--- src/rpmss_pkg.sv ---
// Constants and types for the reset, power mode and security sequencer
// How it works
// - Run mode keeps core and peripheral clocks
// - Wait gates core clocks, peripherals keep running
// - Unmasked peripheral interrupt wakes from wait
// - Stop exits only on listed wake sources
// - Waking CAN frame is dropped, later kept
// - Peripherals except watchdog use peripheral bus clock
// - Software can disable stop and wait instructions
// - Permanent disable holds until any reset
// - Four reset sources, two async, two sync
// - Control register write makes software reset
// - Power-on reset stretched 2097152 cycles
// - Then 32 cycles starting integration clocks
// - Then 32 cycles releasing peripherals, security
// - Then 32 cycles initialising core, then fetch
// - Reset released synchronously on clock rising edge
// - Security from two nonvolatile flash bytes
// - Secured blocks external program, boot, debug
// - Secured boots internally at 0x02_0000
// - Secured ignores external boot strap
// - Debug read disable driven from security bytes
// - Test access port active whatever security
package rpmss_pkg;
   localparam logic [31:0] RPMSS_CTRL_ADDR = 32'h0000_0000;
   localparam logic [31:0] RPMSS_STAT_ADDR = 32'h0000_0004;
   localparam int RPMSS_ADDR_W = 4;
   localparam int RPMSS_BIT_WAIT_DIS = 0;
   localparam int RPMSS_BIT_STOP_DIS = 1;
   localparam int RPMSS_BIT_PERM = 2;
   localparam int RPMSS_BIT_SWRST = 3;
   localparam int RPMSS_STAT_MODE_LSB = 0;
   localparam int RPMSS_STAT_SEC_BIT = 2;
   localparam int RPMSS_STAT_BOOT_LSB = 3;
   localparam int RPMSS_STAGE_CYC = 32;
   localparam int RPMSS_POR_CYC = 2097152;
   localparam int RPMSS_CNT_W = 22;
   localparam logic [15:0] RPMSS_UNSEC_WORD = 16'he70a;
   localparam logic [23:0] RPMSS_SEC_BOOT_ADDR = 24'h02_0000;
   localparam logic [23:0] RPMSS_INT_BOOT_ADDR = 24'h00_0000;
   localparam logic [23:0] RPMSS_EXT_BOOT_ADDR = 24'h00_0000;
   localparam logic [1:0] RPMSS_HTRANS_NONSEQ = 2'h2;
   typedef enum {RPMSS_RST_POR, RPMSS_RST_CLK, RPMSS_RST_PERIPH, RPMSS_RST_CORE, RPMSS_RST_DONE} rpmss_rst_t;
   typedef enum {RPMSS_RUN, RPMSS_WAIT, RPMSS_STOP} rpmss_mode_t;
   typedef enum {RPMSS_BOOT_INT, RPMSS_BOOT_EXT, RPMSS_BOOT_SEC} rpmss_boot_t;
endpackage

--- src/rpmss_top.sv ---
// Reset, power mode and flash security sequencer
`timescale 1ns/1ps
`default_nettype none
module rpmss_top
   import rpmss_pkg::*;
#(
   parameter int POR_CYCLES = RPMSS_POR_CYC
) (
   input wire logic CLK_IN,
   input wire logic NRST_IN,
   input wire logic POR_N_IN,
   input wire logic WDOG_RST_IN,
   input wire logic EXT_BOOT_STRAP_IN,
   input wire logic [15:0] SEC_BYTES_IN,
   input wire logic STOP_REQ_IN,
   input wire logic WAIT_REQ_IN,
   input wire logic PERIPH_IRQ_IN,
   input wire logic NCLK_IRQ_IN,
   input wire logic CAN_ACT_IN,
   input wire logic HSEL_IN,
   input wire logic [31:0] HADDR_IN,
   input wire logic [1:0] HTRANS_IN,
   input wire logic HWRITE_IN,
   input wire logic [2:0] HSIZE_IN,
   input wire logic [31:0] HWDATA_IN,
   input wire logic HREADY_IN,
   output logic [31:0] HRDATA_OUT,
   output logic HREADYOUT_OUT,
   output logic HRESP_OUT,
   output logic CORE_CLK_EN_OUT,
   output logic PERIPH_CLK_EN_OUT,
   output logic SYSINT_CLK_EN_OUT,
   output logic PERIPH_RST_N_OUT,
   output logic CORE_RST_N_OUT,
   output logic CAN_DROP_OUT,
   output logic SECURE_OUT,
   output logic EXT_PSPACE_EN_OUT,
   output logic DEBUG_EN_OUT,
   output logic DBG_RD_DIS_OUT,
   output logic TAP_EN_OUT,
   output logic [1:0] BOOT_MODE_OUT,
   output logic [23:0] BOOT_ADDR_OUT
);

////////////////////////////////////////////////////////////////////////////////
// Reset merge and synchronous release
logic por_s1_r, por_s2_r, rst_s1_r, rst_s2_r;
logic swrst_r;
logic sync_rst_n;
logic ext_n;
assign ext_n = NRST_IN & POR_N_IN;
always_ff @(posedge CLK_IN or negedge POR_N_IN) begin
   if (!POR_N_IN) begin
      por_s1_r <= 1'b0;
      por_s2_r <= 1'b0;
   end else begin
      por_s1_r <= 1'b1;
      por_s2_r <= por_s1_r;
   end
end
always_ff @(posedge CLK_IN or negedge ext_n) begin
   if (!ext_n) begin
      rst_s1_r <= 1'b0;
      rst_s2_r <= 1'b0;
   end else begin
      rst_s1_r <= 1'b1;
      rst_s2_r <= rst_s1_r;
   end
end
assign sync_rst_n = rst_s2_r & ~WDOG_RST_IN & ~swrst_r;

////////////////////////////////////////////////////////////////////////////////
// Staged release sequencer
rpmss_rst_t seq_r, seq_nxt;
logic [RPMSS_CNT_W-1:0] cnt_r, cnt_nxt;
logic por_done_r;
always_comb begin
   seq_nxt = seq_r;
   cnt_nxt = cnt_r + 1'b1;
   case (seq_r)
      RPMSS_RST_POR: begin
         if (por_done_r || cnt_r == RPMSS_CNT_W'(POR_CYCLES - 1)) begin
            seq_nxt = RPMSS_RST_CLK;
            cnt_nxt = '0;
         end
      end
      RPMSS_RST_CLK: begin
         if (cnt_r == RPMSS_CNT_W'(RPMSS_STAGE_CYC - 1)) begin
            seq_nxt = RPMSS_RST_PERIPH;
            cnt_nxt = '0;
         end
      end
      RPMSS_RST_PERIPH: begin
         if (cnt_r == RPMSS_CNT_W'(RPMSS_STAGE_CYC - 1)) begin
            seq_nxt = RPMSS_RST_CORE;
            cnt_nxt = '0;
         end
      end
      RPMSS_RST_CORE: begin
         if (cnt_r == RPMSS_CNT_W'(RPMSS_STAGE_CYC - 1)) begin
            seq_nxt = RPMSS_RST_DONE;
            cnt_nxt = '0;
         end
      end
      RPMSS_RST_DONE: begin
         cnt_nxt = '0;
      end
      default: begin
         seq_nxt = RPMSS_RST_POR;
         cnt_nxt = '0;
      end
   endcase
end
always_ff @(posedge CLK_IN or negedge por_s2_r) begin
   if (!por_s2_r) begin
      por_done_r <= 1'b0;
   end else if (seq_r == RPMSS_RST_CLK) begin
      por_done_r <= 1'b1; // Later resets other than power-on skip the stretch
   end
end
always_ff @(posedge CLK_IN or negedge ext_n) begin
   if (!ext_n) begin
      seq_r <= RPMSS_RST_POR;
      cnt_r <= '0;
   end else if (!sync_rst_n) begin
      seq_r <= RPMSS_RST_POR;
      cnt_r <= '0;
   end else begin
      seq_r <= seq_nxt;
      cnt_r <= cnt_nxt;
   end
end
assign SYSINT_CLK_EN_OUT = (seq_r != RPMSS_RST_POR);
assign PERIPH_RST_N_OUT = (seq_r == RPMSS_RST_CORE) || (seq_r == RPMSS_RST_DONE);
assign CORE_RST_N_OUT = (seq_r == RPMSS_RST_DONE);

////////////////////////////////////////////////////////////////////////////////
// Security capture and boot selection
logic secure_r, strap_r, sec_taken_r;
always_ff @(posedge CLK_IN or negedge ext_n) begin
   if (!ext_n) begin
      secure_r <= 1'b1;
      strap_r <= 1'b0;
      sec_taken_r <= 1'b0;
   end else if (!sync_rst_n) begin
      sec_taken_r <= 1'b0;
   end else if (seq_r == RPMSS_RST_PERIPH && !sec_taken_r) begin
      secure_r <= (SEC_BYTES_IN != RPMSS_UNSEC_WORD);
      strap_r <= EXT_BOOT_STRAP_IN;
      sec_taken_r <= 1'b1;
   end
end
rpmss_boot_t boot_mode;
always_comb begin
   if (secure_r) begin
      boot_mode = RPMSS_BOOT_SEC;
   end else if (strap_r) begin
      boot_mode = RPMSS_BOOT_EXT;
   end else begin
      boot_mode = RPMSS_BOOT_INT;
   end
end
assign SECURE_OUT = secure_r;
assign BOOT_MODE_OUT = 2'(boot_mode);
assign BOOT_ADDR_OUT = (boot_mode == RPMSS_BOOT_SEC) ? RPMSS_SEC_BOOT_ADDR :
   (boot_mode == RPMSS_BOOT_EXT) ? RPMSS_EXT_BOOT_ADDR : RPMSS_INT_BOOT_ADDR;
assign EXT_PSPACE_EN_OUT = ~secure_r;
assign DEBUG_EN_OUT = ~secure_r;
assign DBG_RD_DIS_OUT = secure_r;
assign TAP_EN_OUT = 1'b1;

////////////////////////////////////////////////////////////////////////////////
// Bus slave and control register
logic [RPMSS_ADDR_W-1:0] ap_addr_r;
logic ap_wr_r, ap_rd_r;
logic wait_dis_r, stop_dis_r, perm_r;
logic [31:0] rdata;
logic ap_valid;
assign ap_valid = HSEL_IN & HREADY_IN & (HTRANS_IN == RPMSS_HTRANS_NONSEQ);
assign HREADYOUT_OUT = 1'b1;
assign HRESP_OUT = 1'b0;
always_ff @(posedge CLK_IN or negedge ext_n) begin
   if (!ext_n) begin
      ap_addr_r <= '0;
      ap_wr_r <= 1'b0;
      ap_rd_r <= 1'b0;
   end else begin
      ap_addr_r <= HADDR_IN[RPMSS_ADDR_W-1:0];
      ap_wr_r <= ap_valid & HWRITE_IN;
      ap_rd_r <= ap_valid & ~HWRITE_IN;
   end
end
always_ff @(posedge CLK_IN or negedge ext_n) begin
   if (!ext_n) begin
      wait_dis_r <= 1'b0;
      stop_dis_r <= 1'b0;
      perm_r <= 1'b0;
      swrst_r <= 1'b0;
   end else if (!sync_rst_n) begin
      wait_dis_r <= 1'b0;
      stop_dis_r <= 1'b0;
      perm_r <= 1'b0;
      swrst_r <= 1'b0;
   end else if (ap_wr_r && ap_addr_r == RPMSS_CTRL_ADDR[RPMSS_ADDR_W-1:0]) begin
      swrst_r <= HWDATA_IN[RPMSS_BIT_SWRST];
      if (!perm_r) begin
         wait_dis_r <= HWDATA_IN[RPMSS_BIT_WAIT_DIS];
         stop_dis_r <= HWDATA_IN[RPMSS_BIT_STOP_DIS];
         perm_r <= HWDATA_IN[RPMSS_BIT_PERM];
      end
   end
end
rpmss_mode_t mode_r;
always_comb begin
   rdata = '0;
   if (ap_addr_r == RPMSS_CTRL_ADDR[RPMSS_ADDR_W-1:0]) begin
      rdata[RPMSS_BIT_WAIT_DIS] = wait_dis_r;
      rdata[RPMSS_BIT_STOP_DIS] = stop_dis_r;
      rdata[RPMSS_BIT_PERM] = perm_r;
   end else if (ap_addr_r == RPMSS_STAT_ADDR[RPMSS_ADDR_W-1:0]) begin
      rdata[RPMSS_STAT_MODE_LSB +: 2] = 2'(mode_r);
      rdata[RPMSS_STAT_SEC_BIT] = secure_r;
      rdata[RPMSS_STAT_BOOT_LSB +: 2] = 2'(boot_mode);
   end
end
always_ff @(posedge CLK_IN or negedge ext_n) begin
   if (!ext_n) begin
      HRDATA_OUT <= '0;
   end else begin
      HRDATA_OUT <= (ap_valid & ~HWRITE_IN) ? 32'h0000_0000 : HRDATA_OUT;
      if (ap_rd_r) begin
         HRDATA_OUT <= rdata;
      end
   end
end

////////////////////////////////////////////////////////////////////////////////
// Power modes
logic can_drop_r;
always_ff @(posedge CLK_IN or negedge ext_n) begin
   if (!ext_n) begin
      mode_r <= RPMSS_RUN;
      can_drop_r <= 1'b0;
   end else if (!sync_rst_n) begin
      mode_r <= RPMSS_RUN;
      can_drop_r <= 1'b0;
   end else begin
      case (mode_r)
         RPMSS_RUN: begin
            can_drop_r <= can_drop_r & CAN_ACT_IN;
            if (CORE_RST_N_OUT && STOP_REQ_IN && !stop_dis_r) begin
               mode_r <= RPMSS_STOP;
            end else if (CORE_RST_N_OUT && WAIT_REQ_IN && !wait_dis_r) begin
               mode_r <= RPMSS_WAIT;
            end
         end
         RPMSS_WAIT: begin
            if (PERIPH_IRQ_IN) begin
               mode_r <= RPMSS_RUN;
            end
         end
         RPMSS_STOP: begin
            if (CAN_ACT_IN || NCLK_IRQ_IN) begin
               mode_r <= RPMSS_RUN;
               can_drop_r <= CAN_ACT_IN;
            end
         end
         default: begin
            mode_r <= RPMSS_RUN;
         end
      endcase
   end
end
assign CAN_DROP_OUT = can_drop_r;
assign CORE_CLK_EN_OUT = CORE_RST_N_OUT && (mode_r == RPMSS_RUN);
assign PERIPH_CLK_EN_OUT = SYSINT_CLK_EN_OUT && (mode_r != RPMSS_STOP);

////////////////////////////////////////////////////////////////////////////////
// Assertions

// Cycles spent in the current release stage
logic [RPMSS_CNT_W-1:0] chk_len_r;
rpmss_rst_t chk_seq_r;
always_ff @(posedge CLK_IN or negedge ext_n) begin
   if (!ext_n) begin
      chk_seq_r <= RPMSS_RST_POR;
      chk_len_r <= '0;
   end else begin
      chk_seq_r <= seq_r;
      if (seq_r != chk_seq_r) begin
         chk_len_r <= '0;
      end else begin
         chk_len_r <= chk_len_r + 1'b1;
      end
   end
end

a_wait_core_gated: assert property (@(posedge CLK_IN) disable iff (!NRST_IN || !POR_N_IN)
   mode_r == RPMSS_WAIT |-> !CORE_CLK_EN_OUT && PERIPH_CLK_EN_OUT) else $error("wait clocks wrong");
a_run_clocks_on: assert property (@(posedge CLK_IN) disable iff (!NRST_IN || !POR_N_IN)
   mode_r == RPMSS_RUN && CORE_RST_N_OUT |-> CORE_CLK_EN_OUT && PERIPH_CLK_EN_OUT) else $error("run clocks off");
a_wait_irq_wake: assert property (@(posedge CLK_IN) disable iff (!NRST_IN || !POR_N_IN)
   mode_r == RPMSS_WAIT && PERIPH_IRQ_IN && sync_rst_n |=> mode_r == RPMSS_RUN) else $error("no wake");
a_stop_only_srcs: assert property (@(posedge CLK_IN) disable iff (!NRST_IN || !POR_N_IN)
   mode_r == RPMSS_STOP && !CAN_ACT_IN && !NCLK_IRQ_IN && sync_rst_n |=> mode_r == RPMSS_STOP) else $error("bad wake");
a_stop_disabled: assert property (@(posedge CLK_IN) disable iff (!NRST_IN || !POR_N_IN)
   mode_r == RPMSS_RUN && stop_dis_r && !WAIT_REQ_IN |=> mode_r == RPMSS_RUN) else $error("stop not blocked");
a_perm_holds: assert property (@(posedge CLK_IN) disable iff (!NRST_IN || !POR_N_IN)
   perm_r && sync_rst_n |=> perm_r && $stable(wait_dis_r) && $stable(stop_dis_r)) else $error("perm lost");
a_stage_length: assert property (@(posedge CLK_IN) disable iff (!NRST_IN || !POR_N_IN)
   $rose(seq_r == RPMSS_RST_PERIPH) && sync_rst_n |-> (seq_r == RPMSS_RST_PERIPH)[*8]) else $error("stage short");
a_secure_boot: assert property (@(posedge CLK_IN) disable iff (!NRST_IN || !POR_N_IN)
   secure_r |-> BOOT_ADDR_OUT == RPMSS_SEC_BOOT_ADDR && !DEBUG_EN_OUT && DBG_RD_DIS_OUT) else $error("secure boot");
a_rd_dis_stable: assert property (@(posedge CLK_IN) disable iff (!NRST_IN || !POR_N_IN)
   sec_taken_r && sync_rst_n |=> $stable(DBG_RD_DIS_OUT)) else $error("rd dis changed");

a_por_stretch: assert property (@(posedge CLK_IN) disable iff (!NRST_IN || !POR_N_IN)
   seq_r == RPMSS_RST_CLK && chk_seq_r == RPMSS_RST_POR && !por_done_r |-> chk_len_r >= RPMSS_CNT_W'(POR_CYCLES))
   else $error("stretch short");
a_clk_stage_len: assert property (@(posedge CLK_IN) disable iff (!NRST_IN || !POR_N_IN)
   seq_r == RPMSS_RST_PERIPH && chk_seq_r == RPMSS_RST_CLK |-> chk_len_r == RPMSS_CNT_W'(RPMSS_STAGE_CYC - 1))
   else $error("clock stage length");
a_periph_stage_len: assert property (@(posedge CLK_IN) disable iff (!NRST_IN || !POR_N_IN)
   seq_r == RPMSS_RST_CORE && chk_seq_r == RPMSS_RST_PERIPH |-> chk_len_r == RPMSS_CNT_W'(RPMSS_STAGE_CYC - 1))
   else $error("peripheral stage length");
a_core_stage_len: assert property (@(posedge CLK_IN) disable iff (!NRST_IN || !POR_N_IN)
   seq_r == RPMSS_RST_DONE && chk_seq_r == RPMSS_RST_CORE |-> chk_len_r == RPMSS_CNT_W'(RPMSS_STAGE_CYC - 1))
   else $error("core stage length");
a_core_rst_order: assert property (@(posedge CLK_IN) disable iff (!NRST_IN || !POR_N_IN)
   CORE_RST_N_OUT |-> PERIPH_RST_N_OUT && SYSINT_CLK_EN_OUT)
   else $error("core released early");
a_rst_sync_hold: assert property (@(posedge CLK_IN) disable iff (!NRST_IN || !POR_N_IN)
   !sync_rst_n |=> seq_r == RPMSS_RST_POR && !CORE_RST_N_OUT && !PERIPH_RST_N_OUT)
   else $error("reset not held");
a_wdog_reset: assert property (@(posedge CLK_IN) disable iff (!NRST_IN || !POR_N_IN)
   WDOG_RST_IN |=> !CORE_RST_N_OUT && seq_r == RPMSS_RST_POR)
   else $error("watchdog reset missed");
a_sw_reset: assert property (@(posedge CLK_IN) disable iff (!NRST_IN || !POR_N_IN)
   ap_wr_r && ap_addr_r == RPMSS_CTRL_ADDR[RPMSS_ADDR_W-1:0] && HWDATA_IN[RPMSS_BIT_SWRST] && sync_rst_n |=> !sync_rst_n)
   else $error("software reset missed");
a_can_drop_first: assert property (@(posedge CLK_IN) disable iff (!NRST_IN || !POR_N_IN)
   mode_r == RPMSS_STOP && CAN_ACT_IN && sync_rst_n |=> CAN_DROP_OUT && mode_r == RPMSS_RUN)
   else $error("wake frame kept");
a_wait_disabled: assert property (@(posedge CLK_IN) disable iff (!NRST_IN || !POR_N_IN)
   mode_r == RPMSS_RUN && wait_dis_r && !STOP_REQ_IN |=> mode_r == RPMSS_RUN)
   else $error("wait not blocked");
a_perm_cleared: assert property (@(posedge CLK_IN) disable iff (!NRST_IN || !POR_N_IN)
   !sync_rst_n |=> !perm_r && !wait_dis_r && !stop_dis_r)
   else $error("disable kept over reset");
a_periph_clk_on: assert property (@(posedge CLK_IN) disable iff (!NRST_IN || !POR_N_IN)
   SYSINT_CLK_EN_OUT && mode_r != RPMSS_STOP |-> PERIPH_CLK_EN_OUT)
   else $error("peripheral clock off");
a_sec_sample: assert property (@(posedge CLK_IN) disable iff (!NRST_IN || !POR_N_IN)
   seq_r == RPMSS_RST_PERIPH && !sec_taken_r && sync_rst_n |=> SECURE_OUT == ($past(SEC_BYTES_IN) != RPMSS_UNSEC_WORD))
   else $error("security not sampled");
a_secure_blocks: assert property (@(posedge CLK_IN) disable iff (!NRST_IN || !POR_N_IN)
   SECURE_OUT |-> !EXT_PSPACE_EN_OUT && !DEBUG_EN_OUT)
   else $error("secure access open");
a_unsec_boot: assert property (@(posedge CLK_IN) disable iff (!NRST_IN || !POR_N_IN)
   !SECURE_OUT |-> BOOT_MODE_OUT != 2'(RPMSS_BOOT_SEC))
   else $error("unsecured boot mode");
a_tap_always: assert property (@(posedge CLK_IN) disable iff (!NRST_IN || !POR_N_IN)
   TAP_EN_OUT)
   else $error("test port off");

c_enter_wait: cover property (@(posedge CLK_IN) mode_r == RPMSS_RUN ##1 mode_r == RPMSS_WAIT);
c_enter_stop: cover property (@(posedge CLK_IN) mode_r == RPMSS_RUN ##1 mode_r == RPMSS_STOP);
c_secure_boot: cover property (@(posedge CLK_IN) sec_taken_r && SECURE_OUT);
c_can_wake: cover property (@(posedge CLK_IN) mode_r == RPMSS_STOP && CAN_ACT_IN);
c_core_out: cover property (@(posedge CLK_IN) $rose(CORE_RST_N_OUT));
endmodule
`default_nettype wire

--- config.mk ---
export PLATFORM = sky130hd
export DESIGN_NAME = rpmss_top
export DESIGN_NICKNAME = d
export VERILOG_FILES = /design/src/rpmss_pkg.sv /design/src/rpmss_top.sv
export SDC_FILE = /design/constraint.sdc
export NUM_CORES = 1
export LEC_CHECK = 0
export BUFFER_PORTS_ARGS = -buffer_cell sky130_fd_sc_hd__buf_2
export CORE_MARGIN = 2
export CORE_UTILIZATION = 43
export DETAILED_ROUTE_END_ITERATION = 16
export GPL_ROUTABILITY_DRIVEN = 0
export PLACE_DENSITY_LB_ADDON = 0.08
export SLEW_MARGIN = 20
export SYNTH_ARGS = -nofsm -noshare
export SYNTH_HDL_FRONTEND = slang
export SYNTH_SLANG_ARGS = --single-unit
--- constraint.sdc ---
create_clock -name CLK_IN -period 2.2 [get_ports CLK_IN]
set_clock_uncertainty 0.15 [all_clocks]
set_input_delay 0.11 -clock CLK_IN [delete_from_list [all_inputs] [get_ports CLK_IN]]
set_output_delay 0.11 -clock CLK_IN [all_outputs]
set_load 0.05 [all_outputs]
### Yosys cells after proc, flatten, opt, wreduce, memory -nomap -nowiden

Cells that the tools add are included.

* bits in registers: 137
* input bits: 98
* output and inout port bits: 71
* logic and storage cells: 128

* add/sub/neg operators: 1
* equality and inequality tests: 29
* mux-type cells: 40
* bitwise logic cells: 12
* reduce and logical (&&, ||, !) cells: 26

Operator list (count)
* $mux 32: 12
* $pmux 32 s5: 1
* $eq 32x2->1 const B: 4
* $eq 32x3->1 const B: 4
* $logic_not 32->1: 3
* $pmux 32 s3: 1
* $mux 22: 3
* $eq 32x1->1 const B: 2
* $pmux 22 s2: 1
* $eq 32x4->1 const B: 1
* $ne 32x3->1 const B: 1
* $reduce_bool 32->1: 1
* $add 22x1->22 const B: 1
* $eq 22x21->1 const B: 1
* $eq 22x5->1 const B: 1
* $mux 18: 1
* $ne 3x3->1 const B: 6
* $mux 1: 16
* $ne 16x16->1 const B: 1
* $and 1x1->1: 8
* $logic_and 1x1->1: 8
* $reduce_and 2->1: 3
* $mux 5: 1
* $reduce_and 5->1: 1
* 16 further kinds: 26

### Logic depth before layout (Yosys ltp)

Gate-level depths: netlist of the first run.

* word-level depth: 7
* gate-level depth with buffers: 7
* mapped depth without buffers: 6

### Worst setup path before layout of the first run

No wires, ideal clock.

* path kind: reg2out
* start point: register seq_r[2]
* end point: output port PERIPH_CLK_EN_OUT
* data arrival time: 2.077 ns
* required time: 1.940 ns
* slack: -0.137 ns
* stages on the path, launching flop included: 3
* path buffers: 0
* cells stage by stage: dfrtp_1 or3_1 a21boi_0

* word-level cells in the longest chain between the ends: 2

Ends and longest elaborated chain
* from (decl): line rpmss_top.sv:74 `rpmss_rst_t seq_r, seq_nxt;`
* from (signal assigned): line rpmss_top.sv:129 `seq_r <= seq_nxt;`
* $reduce_bool 32->1: line rpmss_top.sv:133 `assign SYSINT_CLK_EN_OUT = (seq_r != RPMSS_RST_POR);`
* net SYSINT_CLK_EN_OUT: line rpmss_top.sv:32 `output logic SYSINT_CLK_EN_OUT,`
* $logic_and 1x1->1: line rpmss_top.sv:276 `assign PERIPH_CLK_EN_OUT = SYSINT_CLK_EN_OUT && (mode_r != RPMSS_STOP);`
* to (decl): line rpmss_top.sv:31 `output logic PERIPH_CLK_EN_OUT,`

The timed path passes the listed nets, and every way through them passes these cells.

### Final worst setup path of the first run

* start point: register cnt_r[0]
* end point: register seq_r[0]

* word-level cells in the longest chain between the ends: 4
* elaborated cells on any way between the ends: 8
* classes of those cells: eq/ne (6); reduce/logical (2)

Ends and longest elaborated chain
* from (decl): line rpmss_top.sv:75 `logic [RPMSS_CNT_W-1:0] cnt_r, cnt_nxt;`
* from (signal assigned): line rpmss_top.sv:130 `cnt_r <= cnt_nxt;`
* $eq 22x21->1: line rpmss_top.sv:82 `if (por_done_r || cnt_r == RPMSS_CNT_W'(POR_CYCLES - 1)) begin`
* $logic_or 1x1->1: line rpmss_top.sv:82
* $ne 3x3->1 (no line)
* $reduce_and 5->1 (no line) (*)

Mark *: on every way between the ends. The rest lies on a longest branch, timed or not.
A chain may end at the register's enable or synchronous reset.

==> results of run 1 <==
==> layout make-up <==
cell class	count	area, sq um	area share
clock buffer	6	82.58	0.02511
clock inverter	2	35.03	0.01065
inverter	9	33.78	0.01027
multi-input combinational	216	1222	0.3718
sequential	51	1277	0.3885
tap	77	96.34	0.02930
timing repair buffer	82	540.5	0.1644
==> critical path, stage by stage, from the launching register on <==
cell     delay (ns)
dfrtp_1        0.39
ha_1           0.21
and3_1         0.23
nand4_1        0.18
o21a_1         0.25
or4_1          0.46
a21oi_1        0.13
==> worst paths after layout <==
path / startpoint / cells after the start / end
worst max-delay path: cnt_r[0] / 6 / seq_r[0]
max in group asynchronous: POR_N_IN / 4 / cnt_r[4]
min in group asynchronous: NRST_IN / 3 / rst_s1_r
worst max register to register: cnt_r[0] / 6 / seq_r[0]
worst min-delay path: SEC_BYTES_IN[0] / 5 / DBG_RD_DIS_OUT
worst min register to register: por_s1_r / 0 / por_s2_r
==> sequential cells by signal, summed over array words and instances, names as in the netlist <==
register	count
CAN_DROP_OUT	1
DBG_RD_DIS_OUT	1
HRDATA_OUT	5
ap_addr_r	4
ap_rd_r	1
ap_wr_r	1
cnt_r	22
mode_r	2
perm_r	1
por_done_r	1
por_s1_r	1
por_s2_r	1
rst_s1_r	1
rst_s2_r	1
sec_taken_r	1
seq_r	3
stop_dis_r	1
strap_r	1
swrst_r	1
wait_dis_r	1
==> metal layers <==
| layer | track usage | wire length [um] | up-vias |
|---|---|---|---|
| li1 | - | - | 1014 |
| met1 | 0.2180 | 2501 | 955 |
| met2 | 0.2567 | 2491 | 83 |
| met3 | 0.04352 | 344 | 11 |
| met4 | 0.06158 | 103 | 0 |
| met5 | 0 | 0 | - |
==> synthesized netlist by cell type (2+ instances only) <==
cell type  number  share of area
buf_4          56           0.15
dfrtp_1        50           0.46
nor2_1         35          0.048
nand2_1        16          0.022
xor2_1         14          0.045
nand3_1        10          0.018
inv_1           9          0.012
nor3_1          8          0.015
a21oi_1         7          0.013
xnor2_1         7          0.022
and3_1          6          0.014
nor4_1          6          0.014
o21ai_0         6          0.011
mux2i_1         5          0.018
nand4_1         5          0.011
nor2b_1         5          0.011
and4_1          4          0.013
clkbuf_1        4         0.0055
a32o_1          2         0.0073
and2_1          2         0.0046
buf_2           2         0.0036
conb_1          2         0.0027
nand4b_1        2         0.0064
nor4b_1         2         0.0064
or3_1           2         0.0046
==> what timing repair did <==
item                                   in CTS  in global routing
hold buffers                               21                  0
setup endpoints to repair                   0                 23
endpoints found under the hold margin      41                  0
resized for setup                           0                  5
==> power by group through the flow <==
stage          Combinational, W  Sequential (W)  Clock (W)
2_1_floorplan          0.000322        0.000994          0
3_3_place_gp           0.000325        0.000979          0
3_5_place_dp           0.000326        0.000980          0
4_1_cts                0.000352        0.000961   0.000696
5_1_grt                0.000373        0.000963   0.000743
6_report               0.000352        0.000960   0.000668
==> cells by family after synthesis <==
group / Yosys count
compound gates: 22
fa+ha+maj: 1
simple gates: 111
other cells: 2
xor+xnor: 21
flops: 51
mux: 6
buf+inv: 71
==> through the flow <==
step	instance area, sq um	hold slack [ns]	setup WS [ns]	power, W
final	3288	0.01558	0.1343	0.001981
after global routing	3288	0.02267	0.001460	0.002080
after CTS	3258	0.01559	0.09424	0.002008
after detailed placement	2930	-0.2473	0.1338	0.001306
after global placement	2930	-0.2484	0.1534	0.001304
after floorplan	2948	-0.3356	0.1616	0.001316
==> cells in the final DEF, fill, tap and decap left out, types with 2 or more instances in the layout <==
cell type / synthesis / routed
conb_1: 2 / 55
nor4b_1: 2 / 2
nand3_1: 10 / 10
a32o_1: 2 / 2
a21oi_1: 7 / 7
o21ai_0: 6 / 6
xnor2_1: 7 / 7
clkbuf_8: 0 / 6
nand2_1: 16 / 15
dfrtp_1: 50 / 50
nor2b_1: 5 / 5
nor3_1: 8 / 8
dlygate4sd3_1: 0 / 21
mux2i_1: 5 / 5
nand4b_1: 2 / 2
and4_1: 4 / 4
nor4_2: 0 / 2
buf_4: 56 / 4
or3_1: 2 / 2
buf_2: 2 / 56
inv_1: 9 / 9
nor4_1: 6 / 3
xor2_1: 14 / 14
nor2_1: 35 / 35
and3_1: 6 / 6
nand4_1: 5 / 5
==> reports/metrics.cfg, run 1 <==
[synthesis]
synthAdderAreaFrac = 0.004552
synth_cell_types = 43
synth-xor-area-share = 0.06691
synth-compound-area-share = 0.05052
ys_warn_count = 0
synth_ff_type = dfrtp_1
ys_seq_elements = 51
synth.avg_cell_area_sq_um = 9.645
synth-edff-count = 0
synth_area_sq_um = 2749
synth_top_family_by_area = simple AND/OR/NAND/NOR gates
yosys.area_share.simple = 0.2139
syn-instance-count = 285
async_flop_share = 1.000
seq_area_frac_synth = 0.4647
muxShareOfSynthArea = 0.02230

[route]
postRouteAntennaNets = 0
vias = 2063
drt_pre_antenna_iters = 4
vias_per_cell = 4.657
drcViolationCount = 0
routed_wl_um = 5440
routedWlPerCell_um = 12.28
dr.first_iter.drc_count = 67

[pwr]
sequentialPowerShare = 0.485
p_int_w = 0.001391
switchingPower_w = 0.0005899
comb_power_share = 0.178
clockPowerShare = 0.337
irDropWorstVdd_mv = 0.3546
power.density_nw_per_um2 = 602.3
sw_frac_of_total = 0.2978
power.leakage_nw = 1.616

[global_routing]
grt-ovfl-total = 0
grt_pass1_wl_um = 9232
antenna_found_initial = 0
grt_max_degree = 27
groute.usage.overall = 0.1637
grt_pass1_vias = 2007

[worst_setup_path]
crit_type = register to register
cp.required_ns = 2.28
worstSetupStartpointType = register
regToRegSetupSlack_ns = 0.13
cp_data_arrival_time_ns = 2.15
cp_max_fo = 4
end_kind = register

[clock_network]
cts_tree = yes
clk_pin_slew_ns = 0.09
post_cts_buffers = 0
root_buffer = clkbuf_8
clock_sinks = 51
ctsLongestPathBuffers = 2
insertion_delay_ns = 0.30
cts_htree_levels = 2
numCtsBuffers = 5

[status]
status = completed

[floorplanning]
die_w_um = 83.96
start_util = 0.4379
ios = 169
die_y_um = 83.96
dieArea_sq_um = 7048
coreArea_sq_um = 6277
num_rows = 29

[flow_run]
drv_cap = 0

[final_layout]
nets = 464
drive_above_1_share = 0.2104
instances_no_fill = 443
nFillCells = 567
diodes = 0
area_growth_pct = 19.62
utilization = 0.5238

[placement]
port_buffers = 56
hpwl_um = 3892
dpl.cell_count = 414

[timing]
setup_tns_ns = 0
grt_setup_unrepaired = false
finalHoldViolCount = 0
max_freq_mhz = 484.1
tightest_slew_ns = 0.6457
drv_slew = 0
setup_viol = 0
slew_headroom = 0.5695
period_share = 0.9389
min_period_ns = 2.066

[hold_path]
hold_path_class = input port to register

No activity file was read; power rests on OpenSTA's default activity.
==> run 2: changes to the inputs <==
CORE_ASPECT_RATIO = 0.75   (was default)
SETUP_SLACK_MARGIN = 0.05   (was default)
==> reports/metrics.cfg, run 2 (synthesis gave the netlist of run 1 again) <==
[pwr]
clockPowerShare = 0.290
power.leakage_nw = 1.595
irDropWorstVdd_mv = 0.3674
p_int_w = 0.001247
sw_frac_of_total = 0.3269
power.density_nw_per_um2 = 569.7
sequentialPowerShare = 0.519
total_power_w = 0.001852
switchingPower_w = 0.0006053
comb_power_share = 0.191

[global_routing]
grt_pass1_wl_um = 9156
grt.busiest_layer = met1
antenna_found_initial = 0
grtUsageMet3 = 0.04236
groute.usage.overall = 0.1688
grtUsageMet2 = 0.2431
grt-ovfl-total = 0
grt_max_degree = 27
met1_usage = 0.2560
grt_pass1_vias = 1909

[flow_run]
drv_cap = 0

[worst_setup_path]
max_stage_delay_ns = 0.49
cp_max_fo = 4
crit_chain = ha_2 > and3_2 > nand4_1 > o21a_1 > or4_1 > a21oi_2
worstSetupStartpointType = register
startpoint = cnt_r[0]
crit_slowest_cell = or4_1
end_kind = register
crit_type = register to register
cp_data_arrival_time_ns = 2.16
reg2reg_from = cnt_r[0]
cp.required_ns = 2.29

[placement]
port_buffers = 56
hpwl_um = 3829
placed_area_sq_um = 2948

[clock_network]
cts_tree = yes
post_cts_buffers = 0
numCtsBuffers = 5
insertion_delay_ns = 0.30
clk_pin_slew_ns = 0.10
cts_htree_levels = 2
clock_sinks = 51
root_buffer = clkbuf_8
ctsLongestPathBuffers = 2

[final_layout]
diodes = 0
layout_common_cells = 56 x buf_2, 55 x conb_1, 50 x dfrtp_1
largest_reg_flops = 22
final_cell_area_sq_um = 3251
regMostFlops = cnt_r
drive_above_1_share = 0.2110
nets = 463
top_regs = cnt_r: 22 flops, HRDATA_OUT: 5 flops, ap_addr_r: 4 flops
area_growth_pct = 18.25
layout_commonest_cell = buf_2

[timing]
finalHoldViolCount = 0
period_share = 0.9410
tightest_slew_ns = 0.5146
setup_tns_ns = 0
grt_setup_unrepaired = true
drv_slew = 0
min_period_ns = 2.070
max_freq_mhz = 483.1
setup_viol = 0
slew_headroom = 0.6543

[route]
postRouteAntennaNets = 0
drt_pre_antenna_iters = 5
routed_wl_um = 5285
routedWlPerCell_um = 11.85
drcViolationCount = 0
vias_per_cell = 4.554
dr.first_iter.drc_count = 84
vias = 2031

[status]
status = completed

[floorplanning]
ios = 169
num_rows = 25
die_y_um = 73.24
coreArea_sq_um = 6256
die_w_um = 96.33
dieArea_sq_um = 7055
start_util = 0.4394

[hold_path]
hold_path_class = input port to register
min_from = PERIPH_IRQ_IN

-- run 2: metal layers --
metal | routed length (um) | vias to the layer above | share of wire
met5 | 0 | - | 0
met4 | 25 | 0 | 0.0047
met3 | 327 | 2 | 0.062
met2 | 2183 | 73 | 0.41
met1 | 2749 | 956 | 0.52
li1 | - | 1000 | -
-- run 2: what timing repair did --
item                                    CTS  global route
hold buffers                             20             0
resized for setup                         0             4
endpoints found under the setup margin    0            22
endpoints found under the hold margin    64             0
-- run 2: layout make-up --
type / count / area [sq um]
clock buffers: 5 / 68.82
clock inverters: 3 / 20.02
fillers: 583 / 3005
inverters: 9 / 33.78
multi-input cells: 216 / 1206
flip-flops and latches: 51 / 1277
well taps: 81 / 101.3
repair buffers: 81 / 543.0
-- run 2: path summary, 6_finish.rpt --
path	endpoint	cells after the start	slack [ns]
worst max-delay path	seq_r[0]	6	0.13
worst min-delay path	mode_r[0]	3	0.01
worst max register to register	seq_r[0]	6	0.13
worst min register to register	rst_s2_r	0	0.21
max in group asynchronous	DBG_RD_DIS_OUT	4	1.23
min in group asynchronous	cnt_r[5]	3	0.17
-- run 2: power by group through the flow --
stage	Sequential, W	Clock (W)	Combinational, W
finish	0.000960	0.000538	0.000354
global route	0.000963	0.000618	0.000380
CTS	0.000960	0.000558	0.000352
detailed placement	0.000979	0	0.000327
global placement	0.000979	0	0.000325
floorplan	0.000994	0	0.000322
-- run 2: through the flow --
stage                     hold WS (ns)  utilization  setup WS (ns)  std cells
after floorplan                -0.3356            -         0.1616        338
after global placement         -0.2480       0.4712         0.1192        418
after detailed placement       -0.2445       0.4712        0.08475        418
after CTS                    0.0002008       0.5174        0.07685        446
after global routing          0.001892       0.5196        0.02490        446
final                         0.009749       0.5196         0.1299        446
-- run 2: critical path: cells and delay by family (launching register included) --
kind | cells | cell delay [ns]
AND/OR/NAND/NOR | 3 | 0.86
adder cells (fa/ha/maj) | 1 | 0.21
flip-flops | 1 | 0.40
AO/OA/AOI/OAI | 2 | 0.39
